## config.mk

```make
export PLATFORM = sky130hd
export DESIGN_NAME = bt_transceiver
export DESIGN_NICKNAME = d
export VERILOG_FILES = /design/src/verilog/bt_pkg.sv /design/src/verilog/bt_path.sv /design/src/verilog/bt_transceiver.sv
export SDC_FILE = /design/constraint.sdc
export NUM_CORES = 1
export LEC_CHECK = 0
export CORE_ASPECT_RATIO = 0.9
export CORE_MARGIN = 2
export CORE_UTILIZATION = 30
export CTS_BUF_LIST = sky130_fd_sc_hd__clkbuf_16
export DETAILED_ROUTE_END_ITERATION = 16
export DONT_BUFFER_PORTS = 1
export GPL_ROUTABILITY_DRIVEN = 0
export GPL_TIMING_DRIVEN = 0
export PLACE_DENSITY_LB_ADDON = 0.1
export SETUP_SLACK_MARGIN = 0.02
export SYNTH_ARGS = -nofsm -noshare
export SYNTH_HDL_FRONTEND = slang
export SYNTH_SLANG_ARGS = --single-unit
```

## constraint.sdc

```tcl
create_clock -name SYS_CLK -period 1.47 [get_ports SYS_CLK]
set_input_delay 0 -clock SYS_CLK [delete_from_list [all_inputs] [get_ports SYS_CLK]]
set_output_delay 0 -clock SYS_CLK [all_outputs]
set_load 0.005 [all_outputs]
```

## src/verilog/bt_pkg.sv

```systemverilog
// constants and types of the latched bus transceiver
// How it works
// - eighteen separate bits, one store per direction
// - latch enable high passes input straight through
// - latch low, clock steady: output holds
// - clock high before latch fell: old level
// - rising clock edge captures input when enabled
// - output enable low drives, high isolates
// - clock enable high ignores clock edges
// - second direction mirrors first with own controls
package bt_pkg;
  localparam int DATA_W = 18; // bits per direction
  localparam int CTRL_W = 4; // oe_n, le, clk, ce_n per direction
  localparam int SYNC_W = 2 * CTRL_W + 2 * DATA_W; // synchronised pin vector
  // reset of synchronised pins: output enables and clock enables inactive
  localparam logic [SYNC_W-1:0] SYNC_RST = 44'h99000000000;
  localparam logic [DATA_W-1:0] STORE_RST = 18'h00000; // store after reset
  // apb register byte offsets
  localparam logic [11:0] CTRL_OFS = 12'h000;
  localparam logic [11:0] STATUS_OFS = 12'h004;
  localparam logic [11:0] VIEW_OFS = 12'h008;
  localparam logic CTRL_RST = 1'b0; // view select after reset
  localparam int VIEW_SEL_BIT = 0; // control: 0 shows a-to-b store, 1 b-to-a
  localparam int STAT_AB_MODE = 0; // status field positions
  localparam int STAT_BA_MODE = 2;
  localparam int STAT_AB_DRV = 4;
  localparam int STAT_BA_DRV = 5;
  // operating mode of one direction
  typedef enum logic [1:0] {
    BT_ISOLATE = 2'h0,
    BT_TRANSPARENT = 2'h1,
    BT_STORED = 2'h2,
    BT_INHIBIT = 2'h3
  } bt_mode_t;
endpackage

```

## src/verilog/bt_path.sv

```systemverilog
// one direction of the transceiver: store, drive enable and mode
`timescale 1ns/1ps
module bt_path (
  input wire logic clk,
  input wire logic rst,
  input wire logic [bt_pkg::DATA_W-1:0] din,
  input wire logic oe_n,
  input wire logic le,
  input wire logic pclk,
  input wire logic ce_n,
  output logic [bt_pkg::DATA_W-1:0] dout,
  output logic drive_en,
  output bt_pkg::bt_mode_t mode
);
  logic [bt_pkg::DATA_W-1:0] store_reg, store_next; // per-bit storage element
  logic drive_reg, drive_next; // output driver on
  logic clk_d_reg, clk_d_next; // previous path clock level
  bt_pkg::bt_mode_t mode_reg, mode_next; // decoded mode
  logic edge_up; // rising path clock

  // next-state computation
  always_comb begin
    edge_up = pclk && !clk_d_reg;
    clk_d_next = pclk;
    store_next = store_reg; // hold by default
    if (le) begin
      store_next = din; // transparent
    end else if (!ce_n && edge_up) begin
      store_next = din; // clocked capture
    end
    drive_next = !oe_n;
    if (oe_n) begin
      mode_next = bt_pkg::BT_ISOLATE;
    end else if (le) begin
      mode_next = bt_pkg::BT_TRANSPARENT;
    end else if (ce_n) begin
      mode_next = bt_pkg::BT_INHIBIT; // edges ignored
    end else begin
      mode_next = bt_pkg::BT_STORED;
    end
  end

  // registers
  always_ff @(posedge clk) begin
    if (rst) begin
      store_reg <= bt_pkg::STORE_RST; // all zeros until loaded
      drive_reg <= 1'b0;
      clk_d_reg <= 1'b0;
      mode_reg <= bt_pkg::BT_ISOLATE;
    end else begin
      store_reg <= store_next;
      drive_reg <= drive_next;
      clk_d_reg <= clk_d_next;
      mode_reg <= mode_next;
    end
  end

  assign dout = store_reg;
  assign drive_en = drive_reg;
  assign mode = mode_reg;
endmodule

```

## src/verilog/bt_transceiver.sv

```systemverilog
// top of the 18-bit latched bus transceiver with apb status port
`timescale 1ns/1ps
module bt_transceiver (
  input wire logic SYS_CLK,
  input wire logic RST,
  input wire logic [bt_pkg::DATA_W-1:0] A_IN,
  output logic [bt_pkg::DATA_W-1:0] A_OUT,
  output logic A_OE,
  input wire logic [bt_pkg::DATA_W-1:0] B_IN,
  output logic [bt_pkg::DATA_W-1:0] B_OUT,
  output logic B_OE,
  input wire logic AB_OUTPUT_ENABLE_N,
  input wire logic AB_LATCH_ENABLE,
  input wire logic AB_CLOCK,
  input wire logic AB_CLOCK_ENABLE_N,
  input wire logic BA_OUTPUT_ENABLE_N,
  input wire logic BA_LATCH_ENABLE,
  input wire logic BA_CLOCK,
  input wire logic BA_CLOCK_ENABLE_N,
  input wire logic PSEL,
  input wire logic PENABLE,
  input wire logic PWRITE,
  input wire logic [11:0] PADDR,
  input wire logic [31:0] PWDATA,
  output logic [31:0] PRDATA,
  output logic PREADY,
  output logic PSLVERR
);
  logic [bt_pkg::SYNC_W-1:0] pins; // raw pins gathered
  logic [bt_pkg::SYNC_W-1:0] meta_reg, meta_next; // first sync stage
  logic [bt_pkg::SYNC_W-1:0] sync_reg, sync_next; // second sync stage
  logic ab_oe_n_s, ab_le_s, ab_clk_s, ab_ce_n_s; // synced a-to-b controls
  logic ba_oe_n_s, ba_le_s, ba_clk_s, ba_ce_n_s; // synced b-to-a controls
  logic [bt_pkg::DATA_W-1:0] a_in_s, b_in_s; // synced data
  bt_pkg::bt_mode_t ab_mode, ba_mode; // path modes
  logic ctrl_reg, ctrl_next; // view select
  logic pready_reg, pready_next;
  logic pslverr_reg, pslverr_next;
  logic [31:0] prdata_reg, prdata_next;
  logic setup; // apb setup phase
  logic wr_done; // apb write completes this edge

  // true for mapped offsets
  function automatic logic addr_ok(input logic [11:0] a);
    return (a == bt_pkg::CTRL_OFS) || (a == bt_pkg::STATUS_OFS) || (a == bt_pkg::VIEW_OFS);
  endfunction

  assign pins = {AB_OUTPUT_ENABLE_N, AB_LATCH_ENABLE, AB_CLOCK, AB_CLOCK_ENABLE_N,
                 BA_OUTPUT_ENABLE_N, BA_LATCH_ENABLE, BA_CLOCK, BA_CLOCK_ENABLE_N,
                 A_IN, B_IN};

  // two-stage synchroniser next values
  always_comb begin
    meta_next = pins;
    sync_next = meta_reg;
  end

  // synchroniser registers; enables come up inactive
  always_ff @(posedge SYS_CLK) begin
    if (RST) begin
      meta_reg <= bt_pkg::SYNC_RST;
      sync_reg <= bt_pkg::SYNC_RST;
    end else begin
      meta_reg <= meta_next;
      sync_reg <= sync_next;
    end
  end

  // slice the synchronised vector
  assign {ab_oe_n_s, ab_le_s, ab_clk_s, ab_ce_n_s,
          ba_oe_n_s, ba_le_s, ba_clk_s, ba_ce_n_s, a_in_s, b_in_s} = sync_reg;

  // a-to-b direction
  bt_path u_ab (
    .clk(SYS_CLK),
    .rst(RST),
    .din(a_in_s),
    .oe_n(ab_oe_n_s),
    .le(ab_le_s),
    .pclk(ab_clk_s),
    .ce_n(ab_ce_n_s),
    .dout(B_OUT),
    .drive_en(B_OE),
    .mode(ab_mode)
  );

  // b-to-a direction, same logic with its own controls
  bt_path u_ba (
    .clk(SYS_CLK),
    .rst(RST),
    .din(b_in_s),
    .oe_n(ba_oe_n_s),
    .le(ba_le_s),
    .pclk(ba_clk_s),
    .ce_n(ba_ce_n_s),
    .dout(A_OUT),
    .drive_en(A_OE),
    .mode(ba_mode)
  );

  // apb slave next values: zero wait states, answer in first access cycle
  always_comb begin
    setup = PSEL && !PENABLE;
    wr_done = PSEL && PENABLE && pready_reg && PWRITE;
    pready_next = setup;
    pslverr_next = setup && !addr_ok(PADDR); // unmapped offset
    prdata_next = prdata_reg;
    ctrl_next = ctrl_reg;
    if (setup) begin
      prdata_next = 32'h00000000;
      if (!PWRITE) begin
        unique case (PADDR)
          bt_pkg::CTRL_OFS: begin
            prdata_next[bt_pkg::VIEW_SEL_BIT] = ctrl_reg;
          end
          bt_pkg::STATUS_OFS: begin
            prdata_next[bt_pkg::STAT_AB_MODE +: 2] = ab_mode;
            prdata_next[bt_pkg::STAT_BA_MODE +: 2] = ba_mode;
            prdata_next[bt_pkg::STAT_AB_DRV] = B_OE;
            prdata_next[bt_pkg::STAT_BA_DRV] = A_OE;
          end
          bt_pkg::VIEW_OFS: begin
            prdata_next[bt_pkg::DATA_W-1:0] = ctrl_reg ? A_OUT : B_OUT;
          end
          default: begin
            prdata_next = 32'h00000000; // unmapped reads zero
          end
        endcase
      end
    end
    if (wr_done && (PADDR == bt_pkg::CTRL_OFS)) begin
      ctrl_next = PWDATA[bt_pkg::VIEW_SEL_BIT];
    end
  end

  // apb registers
  always_ff @(posedge SYS_CLK) begin
    if (RST) begin
      ctrl_reg <= bt_pkg::CTRL_RST;
      pready_reg <= 1'b0;
      pslverr_reg <= 1'b0;
      prdata_reg <= 32'h00000000;
    end else begin
      ctrl_reg <= ctrl_next;
      pready_reg <= pready_next;
      pslverr_reg <= pslverr_next;
      prdata_reg <= prdata_next;
    end
  end

  assign PREADY = pready_reg;
  assign PSLVERR = pslverr_reg;
  assign PRDATA = prdata_reg;
endmodule
```

==> run summary, run 1 <==
Clock Pin Slew Worst Setup and Hold Paths = 0.06 ns
Crit start category = input port
Mapped Area = 5070 um2
P&R area growth vs syn = 31.4%
Main flop type after synthesis = dfxtp_1
Gr usage total = 13.6%
GR peak layer = met2
M1 GR Usage = 17.3%
Synth Warn # = 0
Number of synthesized flops with an enable pin = 0
DR WL/cell = 14.8 um
DP HPWL = 8.77 mm
First-pass GRT wire length = 18.4 mm
Diodes inserted = 0
Worst-Skew Late Latency = 0.41 ns
Top-count cell post-synth = dfxtp_1
GR Util met2 = 21.1%
Area contributors post-synth = dfxtp_1, nor2b_1, nand2_1
Kind of critical path = input port to register
Status = finished, violations left
Post-Route WL = 11.8 mm
Final Hold Vio Count = 1
Yosys top cell by area = dfxtp_1
First-pass detailed-route iteration total = 5
Drc violations = 0
Pwr Density = 1410 nW/um2
Max FO, Critical Path = 10
Skew final = 0.00400 ns
Dpl cells = 708
Kind of end point of the critical path = register
Minimum clock period = 1.41 ns
Die Span X = 141 um
Setup Total Neg Slack = 0 ns
Count of cell types in the netlist = 36
Seq/Total Area, Yosys = 60.4%
Initial core utilization = 30.3%
Fmax = 709 MHz
Commonest cells in the netlist = dfxtp_1, nor2b_1, nand2_1
RSZ-0062 raised after global routing = yes
# rows = 45
Leakage power total = 2.52 nW
CTS H-tree lvls = 4
Maximum vdd ir drop = 0.797 mV
Post-layout net count = 667
Min-delay worst type = input port to register
Initial antenna violation count = 0
Placed cell areas = 5380 um2
GR Util met3 = 4.69%
Syn avg cell area = 10.5 um2
Gr ovfl total = 0
Asr flop ratio synth = 0%
Final Util = 39.8%
Core area = 16700 um2
Antenna viol nets, final = 0
Hold buffer count at cts = 56
Vias = 3347
Crit path DAT = 1.76 ns
Post-Synthesis Cells = 484
DR vias/cell = 4.19
Fin crit share = 96.0%
CTS buffer count = 17
Max_cap viols = 0
Total power = 9.41 mW
Max-slew headroom = 55.4%
Drt initial violations = 124
CTS tree = done
Die Y-Extent = 127 um
Largest net degree at the start of global routing = 17
Worst path required time = 1.82 ns
Area share of the largest cell type after synthesis = 60.4%
Buffers on Ports = 0
Vias in the first global route = 3281
Num Clock Sinks = 153
Worst-margin pin slew = 0.669 ns
Clock buffer depth = 2
Share of cells above drive strength 1 = 18.9%
Layout fillers = 1615
Hold WS = -0.0299 ns
Die area = 18000 um2
IO Count = 165
Setup violators final = 0
CTS Root Cell = clkbuf_16
Non-filler cells, final = 798
Design Area, Final = 6660 um2
Failing checks = negative hold slack
Max-slew violations = 0
FF+latch count, synth = 153
## metrics by stage
stage                     setup WS [ns]  hold WS [ns]
after floorplan                  0.0820        0.0919
after global placement           -0.242        0.0982
after detailed placement         -0.258         0.100
after CTS                        0.0234       -0.0459
after global routing           -0.00291       -0.0338
final                            0.0592       -0.0299
## final cells by class
type	count	area, um2	share of cell area [%]
sequential	153	3060	46.0
clock buffer	17	425	6.39
tap	211	264	3.96
multi-input combinational	303	1880	28.2
timing repair buffer	60	593	8.90
clock inverter	15	209	3.14
buffer	39	225	3.38
## metal layers
metal	routed length (um)	share of wire, %
met5	0	0
met3	707	6.0
met4	194	1.6
met1	5570	47
met2	5370	45
## path summary, 6_finish.rpt
kind | start | to | slack [ns] | cells after the start
max | PADDR[10] | PRDATA[14] | 0.06 | 6
min | PADDR[7] | PSLVERR | -0.03 | 3
max reg2reg | sync_reg[36] | u_ba.dout[12] | 0.12 | 5
min reg2reg | meta_reg[40] | sync_reg[40] | 0.41 | 1
## power breakdown
part | switching [mW] | internal, mW
combinational | 0.193 | 0.230
sequential | 0.0553 | 4.28
clock | 1.66 | 2.99
## layout by cell type (no fill, tap or decap), types with 2 or more instances in the layout
cell type and n:
a21o_2 2, a21oi_1 37, a21oi_4 2, a22oi_1 7, a22oi_2 10, buf_1 3
buf_2 2, buf_4 19, bufinv_16 5, clkbuf_1 12, clkbuf_16 17, clkbuf_2 4
clkbuf_4 2, clkinv_2 3, clkinvlp_4 2, conb_1 14, dfxtp_1 153, dlygate4sd3_1 55
inv_1 3, mux2_2 12, mux2i_1 7, nand2_1 73, nor2_1 9, nor2_2 12
nor2b_1 83, nor3_1 2, nor4_4 3, o21a_1 2, o21ai_1 5, or2_2 8
or4_4 2
## critical path: stages
cell and delay (ns):
dlygate4sd3_1 0.53, or4_4 0.49, nor4_4 0.37, buf_6 0.22, a22oi_2 0.07, nor2_2 0.07
## cell families (layout without fill, tap and decap cells)
group                  Yosys count  after routing  synth area share, %
muxes                           20             20                 4.25
AOI/OAI and AO/OA               68             68                 8.91
buffers and inverters           41            131                 4.34
other                            1             14               0.0740
and+or+nand+nor                201            201                 22.0
DFF                            153            153                 60.4
## what timing repair did
| item | CTS | global route |
|---|---|---|
| pin swaps | 0 | 5 |
| gates resized for setup | 8 | 14 |
| hold endpoints to repair | 55 | 1 |
| setup endpoints to repair | 33 | 35 |
| buffers inserted | 0 | 4 |
Power figures use the tool's default switching activity.
==> run 2: changes to the inputs <==
- ABC_AREA: unset -> 1
- GPL_TIMING_DRIVEN: 0 -> unset
==> run 2 against run 1 <==
The flow now finishes without violations. Synthesized cell count rose by 32%. Clock-buffer cell count unchanged. Critical path depth fell by 2. Maximum frequency up 5.8%. Global-route usage grew 0.76 points. Via count rose by 16%. Largest power group unchanged. Final cell count rose by 20%. Die area is 2.5% higher.
==> run summary, run 2 <==
Status = finished clean (was finished, violations left)
Buffers on Ports = 0 (unchanged)
Number of synthesized flops with an enable pin = 0 (unchanged)
DP HPWL = 8.06 mm (was 8.77 mm)
Clock Pin Slew Worst Setup and Hold Paths = 0.06 ns (about the same)
Seq/Total Area, Yosys = 58.9% (was 60.4%)
P&R area growth vs syn = 30.1% (was 31.4%)
Kind of critical path = input port to register (unchanged)
Max-slew violations = 0 (unchanged)
Critical Path Most Common Cell = dlygate4sd3_1
Final Hold Vio Count = 0 (was 1)
Min-delay worst type = input port to register (unchanged)
Leakage power total = 3.00 nW (was 2.52 nW)
Vias = 3897 (was 3347)
Reg area = 3060 um2 (unchanged)
Top-count cell post-synth = dfxtp_1 (unchanged)
Num Clock Sinks = 153 (unchanged)
Worst path cell trace = dlygate4sd3_1, buf_16, nor2_1, dlygate4sd3_1 (was dlygate4sd3_1, or4_4, nor4_4, buf_6, a22oi_2, nor2_2)
CP max stage delay = 0.65 ns (was 0.53 ns)
Asr flop ratio synth = 0% (unchanged)
Post-Synthesis Cells = 637 (was 484)
Initial core utilization = 30.7% (was 30.3%)
Worst-margin pin slew = 0.574 ns (was 0.669 ns)
RSZ-0062 raised after global routing = no (was yes)
Diodes inserted = 0 (unchanged)
Max-slew headroom = 61.7% (was 55.4%)
Slowest-stage cell, CP = dlygate4sd3_1 (unchanged)
Main flop type after synthesis = dfxtp_1 (unchanged)
FF+latch count, synth = 153 (unchanged)
Minimum clock period = 1.33 ns (was 1.41 ns)
DR vias/cell = 4.07 (was 4.19)
Synth Warn # = 0 (unchanged)
Layout fillers = 1711 (was 1615)
DR WL/cell = 13.0 um (was 14.8 um)
Worst slack, placed = 0.138 ns (was -0.258 ns)
Core area = 16900 um2 (was 16700 um2)
CTS Root Cell = clkbuf_16 (unchanged)
Area contributors post-synth = dfxtp_1, nor2_1, inv_1 (was dfxtp_1, nor2b_1, nand2_1)
First-pass detailed-route iteration total = 4 (was 5)
Syn avg cell area = 8.16 um2 (was 10.5 um2)
Initial antenna violation count = 0 (unchanged)
Max FO, Critical Path = 73 (was 10)
Final worst slack = 0.137 ns (was 0.0592 ns)
Fmax = 750 MHz (was 709 MHz)
Max_cap viols = 0 (unchanged)
Antenna viol nets, final = 0 (unchanged)
Die Y-Extent = 129 um (was 127 um)
Gr usage total = 14.4% (was 13.6%)
Commonest non-fill, non-tap cell in the layout = dfxtp_1 (unchanged)
Area of the multi-input gates = 1490 um2 (was 1880 um2)
CTS tree = done (unchanged)
Gr ovfl total = 0 (unchanged)
Skew final = 0.00853 ns (was 0.00400 ns)
Share of cells above drive strength 1 = 8.58% (was 18.9%)
Vias in the first global route = 3705 (was 3281)
Count of cell types in the netlist = 21 (was 36)
Die area = 18400 um2 (was 18000 um2)
Pwr Density = 1400 nW/um2 (was 1410 nW/um2)
Post-layout net count = 804 (was 667)
Yosys top cell by area = dfxtp_1 (unchanged)
Hold WS = 0.0552 ns (was -0.0299 ns)
Worst path required time = 1.77 ns (was 1.82 ns)
Area share of the largest cell type after synthesis = 58.9% (was 60.4%)
Fin crit share = 90.7% (was 96.0%)
Commonest cells after routing, fill and taps aside = dfxtp_1, nor2_1, inv_1, dlygate4sd3_1, nand2_1 (was dfxtp_1, nor2b_1, nand2_1, dlygate4sd3_1, a21oi_1)
Commonest cells in the netlist = dfxtp_1, nor2_1, inv_1 (was dfxtp_1, nor2b_1, nand2_1)
# rows = 45 (unchanged)
Crit start category = input port (unchanged)
CTS H-tree lvls = 4 (unchanged)
CP delay by family, top = buffers and inverters (was simple AND/OR/NAND/NOR gates)
Crit path DAT = 1.64 ns (was 1.76 ns)
Clock buffer depth = 2 (unchanged)
Kind of end point of the critical path = register (unchanged)
Setup violators final = 0 (unchanged)
Maximum vdd ir drop = 0.755 mV (was 0.797 mV)
Largest net degree at the start of global routing = 74 (was 17)
Mapped Area = 5200 um2 (was 5070 um2)
CTS buffer count = 17 (unchanged)
Worst path bufs/invs = 3 (was 2)
Worst-Skew Late Latency = 0.42 ns (was 0.41 ns)
First-pass GRT wire length = 19.7 mm (was 18.4 mm)
Die Span X = 143 um (was 141 um)
Drc violations = 0 (unchanged)
Drt initial violations = 169 (was 124)
Post-Route WL = 12.5 mm (was 11.8 mm)
IO Count = 165 (unchanged)
Setup Total Neg Slack = 0 ns (unchanged)
==> run 2: changes by cell type after synthesis, moves of 10 or more <==
cell / previous run / this run
nand2_1: 73 / 47
o21ai_0: 0 / 37
clkbuf_1: 20 / 8
nand3_1: 0 / 11
mux2_2: 12 / 0
nand4_1: 0 / 12
o21ai_1: 5 / 19
nor2b_1: 83 / 0
a22oi_2: 10 / 0
inv_1: 0 / 113
buf_2: 2 / 16
nor2_1: 11 / 139
==> run 2: cells by family (layout without fill, tap and decap cells) <==
group                  count (synthesis)  after routing  share of synthesized area, %
buffers and inverters                161            234                          13.5
flip-flops                           153            153                          58.9
AND/OR/NAND/NOR                      222            222                          17.6
AO/OA/AOI/OAI                        100            100                          9.96
other                                  1             14                        0.0721
==> run 2: final timing paths <==
path,start,to,slack (ns),cells past startpoint
max,RST,sync_reg[26],0.14,4
min reg2reg,sync_reg[39],u_ba.drive_en,0.40,1
max reg2reg,sync_reg[40],u_ab.dout[3],0.25,4
min,PADDR[3],PRDATA[14],0.06,5
==> run 2: worst reg2reg max path, stage by stage, from the launching register on <==
cell     delay [ns]
dfxtp_1        0.33
o31ai_2        0.32
inv_4          0.20
o21ai_0        0.21
a21oi_1        0.05
==> run 2: area by class of cell <==
| cell class | count | share of cell area, % |
|---|---|---|
| Tap cell | 235 | 4.35 |
| Clock buffer | 17 | 6.29 |
| Clock inverter | 14 | 2.90 |
| Multi-Input combinational cell | 336 | 22.0 |
| Timing Repair Buffer | 85 | 12.5 |
| Sequential cell | 153 | 45.3 |
| Inverter | 118 | 6.59 |
==> run 2: timing repair <==
item,CTS,global route
hold buffers,77,0
hold endpoints to repair,117,0
endpoints found under the setup margin,0,7
resized for setup,0,3
setup buffers,0,3
==> run 2: per-stage QoR <==
| stage | cell area, um2 | instances | total power, mW | utilization [%] |
|---|---|---|---|---|
| floorplan | 5250 | 650 | 4.79 | - |
| global placement | 5320 | 847 | 4.83 | 31.4 |
| finish | 6760 | 958 | 9.49 | 39.9 |
| detailed placement | 5320 | 847 | 4.83 | 31.4 |
| CTS | 6730 | 955 | 9.62 | 39.7 |
| global route | 6760 | 958 | 9.90 | 39.9 |
==> run 2: power by group <==
part	leakage, nW	internal [mW]	switching (mW)
combinational	1.44	0.230	0.270
sequential	1.26	4.32	0.0944
clock	0.298	2.84	1.73
total	3.00	7.40	2.09
==> run 2: metal layers <==
metal / vias to the layer above / global-route usage [%] / part of all wire (%)
met4: 0 / 4.37 / 0.83
met2: 110 / 21.0 / 42
met5: - / 0 / 0
li1: 2054 / - / -
met1: 1727 / 18.9 / 49
met3: 6 / 6.89 / 8.4
==> run 3: changes to the inputs <==
- CORE_ASPECT_RATIO: 0.9 -> 1.1
==> run 3 against run 2 <==
Worst hold slack worse by 0.029 ns. Final cell count rose by 0.52%. Core utilization decreased by 0.20 points. Global-route usage down 0.41 points. Clock-buffer cell count stayed put. Maximum frequency grew 1.2%. Die area about the same. Sequential share of layout area about the same. Worst setup slack better by 0.016 ns. Sequential power hardly changed. Critical path depth did not move. Power fell by 4.2%. Critical endpoint is now meta_reg[29].
==> run summary, run 3 (synthesis results as in run 2) <==
Buffers on Ports = 0 (unchanged)
Final worst slack = 0.153 ns (was 0.137 ns)
Max-slew headroom = 62.4% (was 61.7%)
CTS buffer count = 17 (unchanged)
Max_cap viols = 0 (unchanged)
Worst slack, placed = 0.165 ns (was 0.138 ns)
Hold WS = 0.0264 ns (was 0.0552 ns)
CTS tree = done (unchanged)
Crit start category = input port (unchanged)
Crit path DAT = 1.63 ns (was 1.64 ns)
Final Hold Vio Count = 0 (unchanged)
Vias = 3880 (was 3897)
CTS H-tree lvls = 4 (unchanged)
Max FO, Critical Path = 73 (unchanged)
Num Clock Sinks = 153 (unchanged)
Leakage power total = 2.99 nW (was 3.00 nW)
Min-delay worst type = input port to register (unchanged)
Total power = 9.09 mW (was 9.49 mW)
# rows = 50 (was 45)
P&R area growth vs syn = 30.0% (was 30.1%)
Die Y-Extent = 142 um (was 129 um)
Minimum clock period = 1.32 ns (was 1.33 ns)
Initial core utilization = 30.6% (was 30.7%)
Pwr Density = 1350 nW/um2 (was 1400 nW/um2)
Status = finished clean (unchanged)
Kind of critical path = input port to register (unchanged)
Gr ovfl total = 0 (unchanged)
Fin crit share = 89.6% (was 90.7%)
Clock Pin Slew Worst Setup and Hold Paths = 0.07 ns (was 0.06 ns)
Placed cell areas = 5320 um2 (about the same)
Maximum vdd ir drop = 0.846 mV (was 0.755 mV)
Fmax = 759 MHz (was 750 MHz)
RSZ-0062 raised after global routing = no (unchanged)
Commonest non-fill, non-tap cell in the layout = dfxtp_1 (unchanged)
Post-layout net count = 809 (was 804)
Core area = 17000 um2 (was 16900 um2)
Drt initial violations = 199 (was 169)
Diodes inserted = 0 (unchanged)
DR vias/cell = 4.03 (was 4.07)
Share of cells above drive strength 1 = 9.19% (was 8.58%)
Vias in the first global route = 3706 (was 3705)
Commonest cells after routing, fill and taps aside = dfxtp_1, nor2_1, inv_1, dlygate4sd3_1, nand2_1 (unchanged)
IO Count = 165 (unchanged)
Die Span X = 130 um (was 143 um)
Post-Route WL = 12.4 mm (was 12.5 mm)
Clock buffer depth = 2 (unchanged)
Gr usage total = 14.0% (was 14.4%)
Antenna viol nets, final = 0 (unchanged)
First-pass GRT wire length = 19.4 mm (was 19.7 mm)
Die area = 18400 um2 (about the same)
Max-slew violations = 0 (unchanged)
Worst r2r src = sync_reg[37] (was sync_reg[40])
Kind of end point of the critical path = register (unchanged)
Setup violators final = 0 (unchanged)
Hold Path Origin = RST (was PADDR[3])
Largest net degree at the start of global routing = 74 (unchanged)
Critical Path Start = RST (unchanged)
Drc violations = 0 (unchanged)
Worst path required time = 1.79 ns (was 1.77 ns)
CTS Root Cell = clkbuf_16 (unchanged)
Setup Total Neg Slack = 0 ns (unchanged)
Worst-Skew Late Latency = 0.43 ns (was 0.42 ns)
DR WL/cell = 12.9 um (was 13.0 um)
First-pass detailed-route iteration total = 4 (unchanged)
Design Area, Final = 6760 um2 (about the same)
Initial antenna violation count = 0 (unchanged)
Skew final = 0.00676 ns (was 0.00853 ns)
DP HPWL = 8.01 mm (was 8.06 mm)
Worst-margin pin slew = 0.564 ns (was 0.574 ns)
## run 3: cell count changes in the layout (fill, tap and decap cells not counted), sizes merged
| cell | delta |
|---|---|
| clkinvlp | +3 |
| bufinv | -2 |
| dlygate4sd3 | +1 |
| clkinv | -2 |
| buf | +4 |
| inv | +2 |
## run 3: worst paths after layout
| check | to | slack, ns | cells after the start |
|---|---|---|---|
| worst max-delay path | meta_reg[29] | 0.15 | 4 |
| worst min-delay path | u_ba.dout[6] | 0.03 | 3 |
| worst min register to register | sync_reg[13] | 0.40 | 2 |
| worst max register to register | u_ba.dout[13] | 0.22 | 7 |
## run 3: through the flow
stage / utilization, % / instances
2_1_floorplan: - / 650
4_1_cts: 39.1 / 953
3_3_place_gp: 31.3 / 846
3_5_place_dp: 31.3 / 846
5_1_grt: 39.7 / 963
6_report: 39.7 / 963
## run 3: worst max-delay path, cell delays in order
cell,delay (ns)
dlygate4sd3_1,0.65
buf_16,0.32
nor2_1,0.08
dlygate4sd3_1,0.55
## run 3: timing repair
| item | in CTS | in global routing |
|---|---|---|
| hold buffers | 75 | 4 |
| setup buffers | 0 | 7 |
| hold endpoints to repair | 117 | 2 |
| gates resized for setup | 0 | 5 |
| endpoints found under the setup margin | 0 | 8 |
## run 3: routing by layer
layer	up-vias	GRT usage (%)	routed length [um]	share of wire, %
met3	19	5.83	906	7.3
met4	0	6.28	334	2.7
met1	1681	17.0	5640	45
met2	116	21.6	5560	45
li1	2064	-	-	-
met5	-	0	0	0
## run 3: power by group
group / switching (mW) / internal (mW)
sequential: 0.100 / 4.32
combinational: 0.260 / 0.239
clock: 1.81 / 2.35
total: 2.17 / 6.92
## run 3: cell type report
class / count / area [um2]
multi-input combinational: 336 / 1490
tap: 234 / 293
inverter: 118 / 457
clock inverter: 15 / 141
fill: 1825 / 10300
sequential: 153 / 3060
timing repair buffer: 90 / 888
clock buffer: 17 / 425
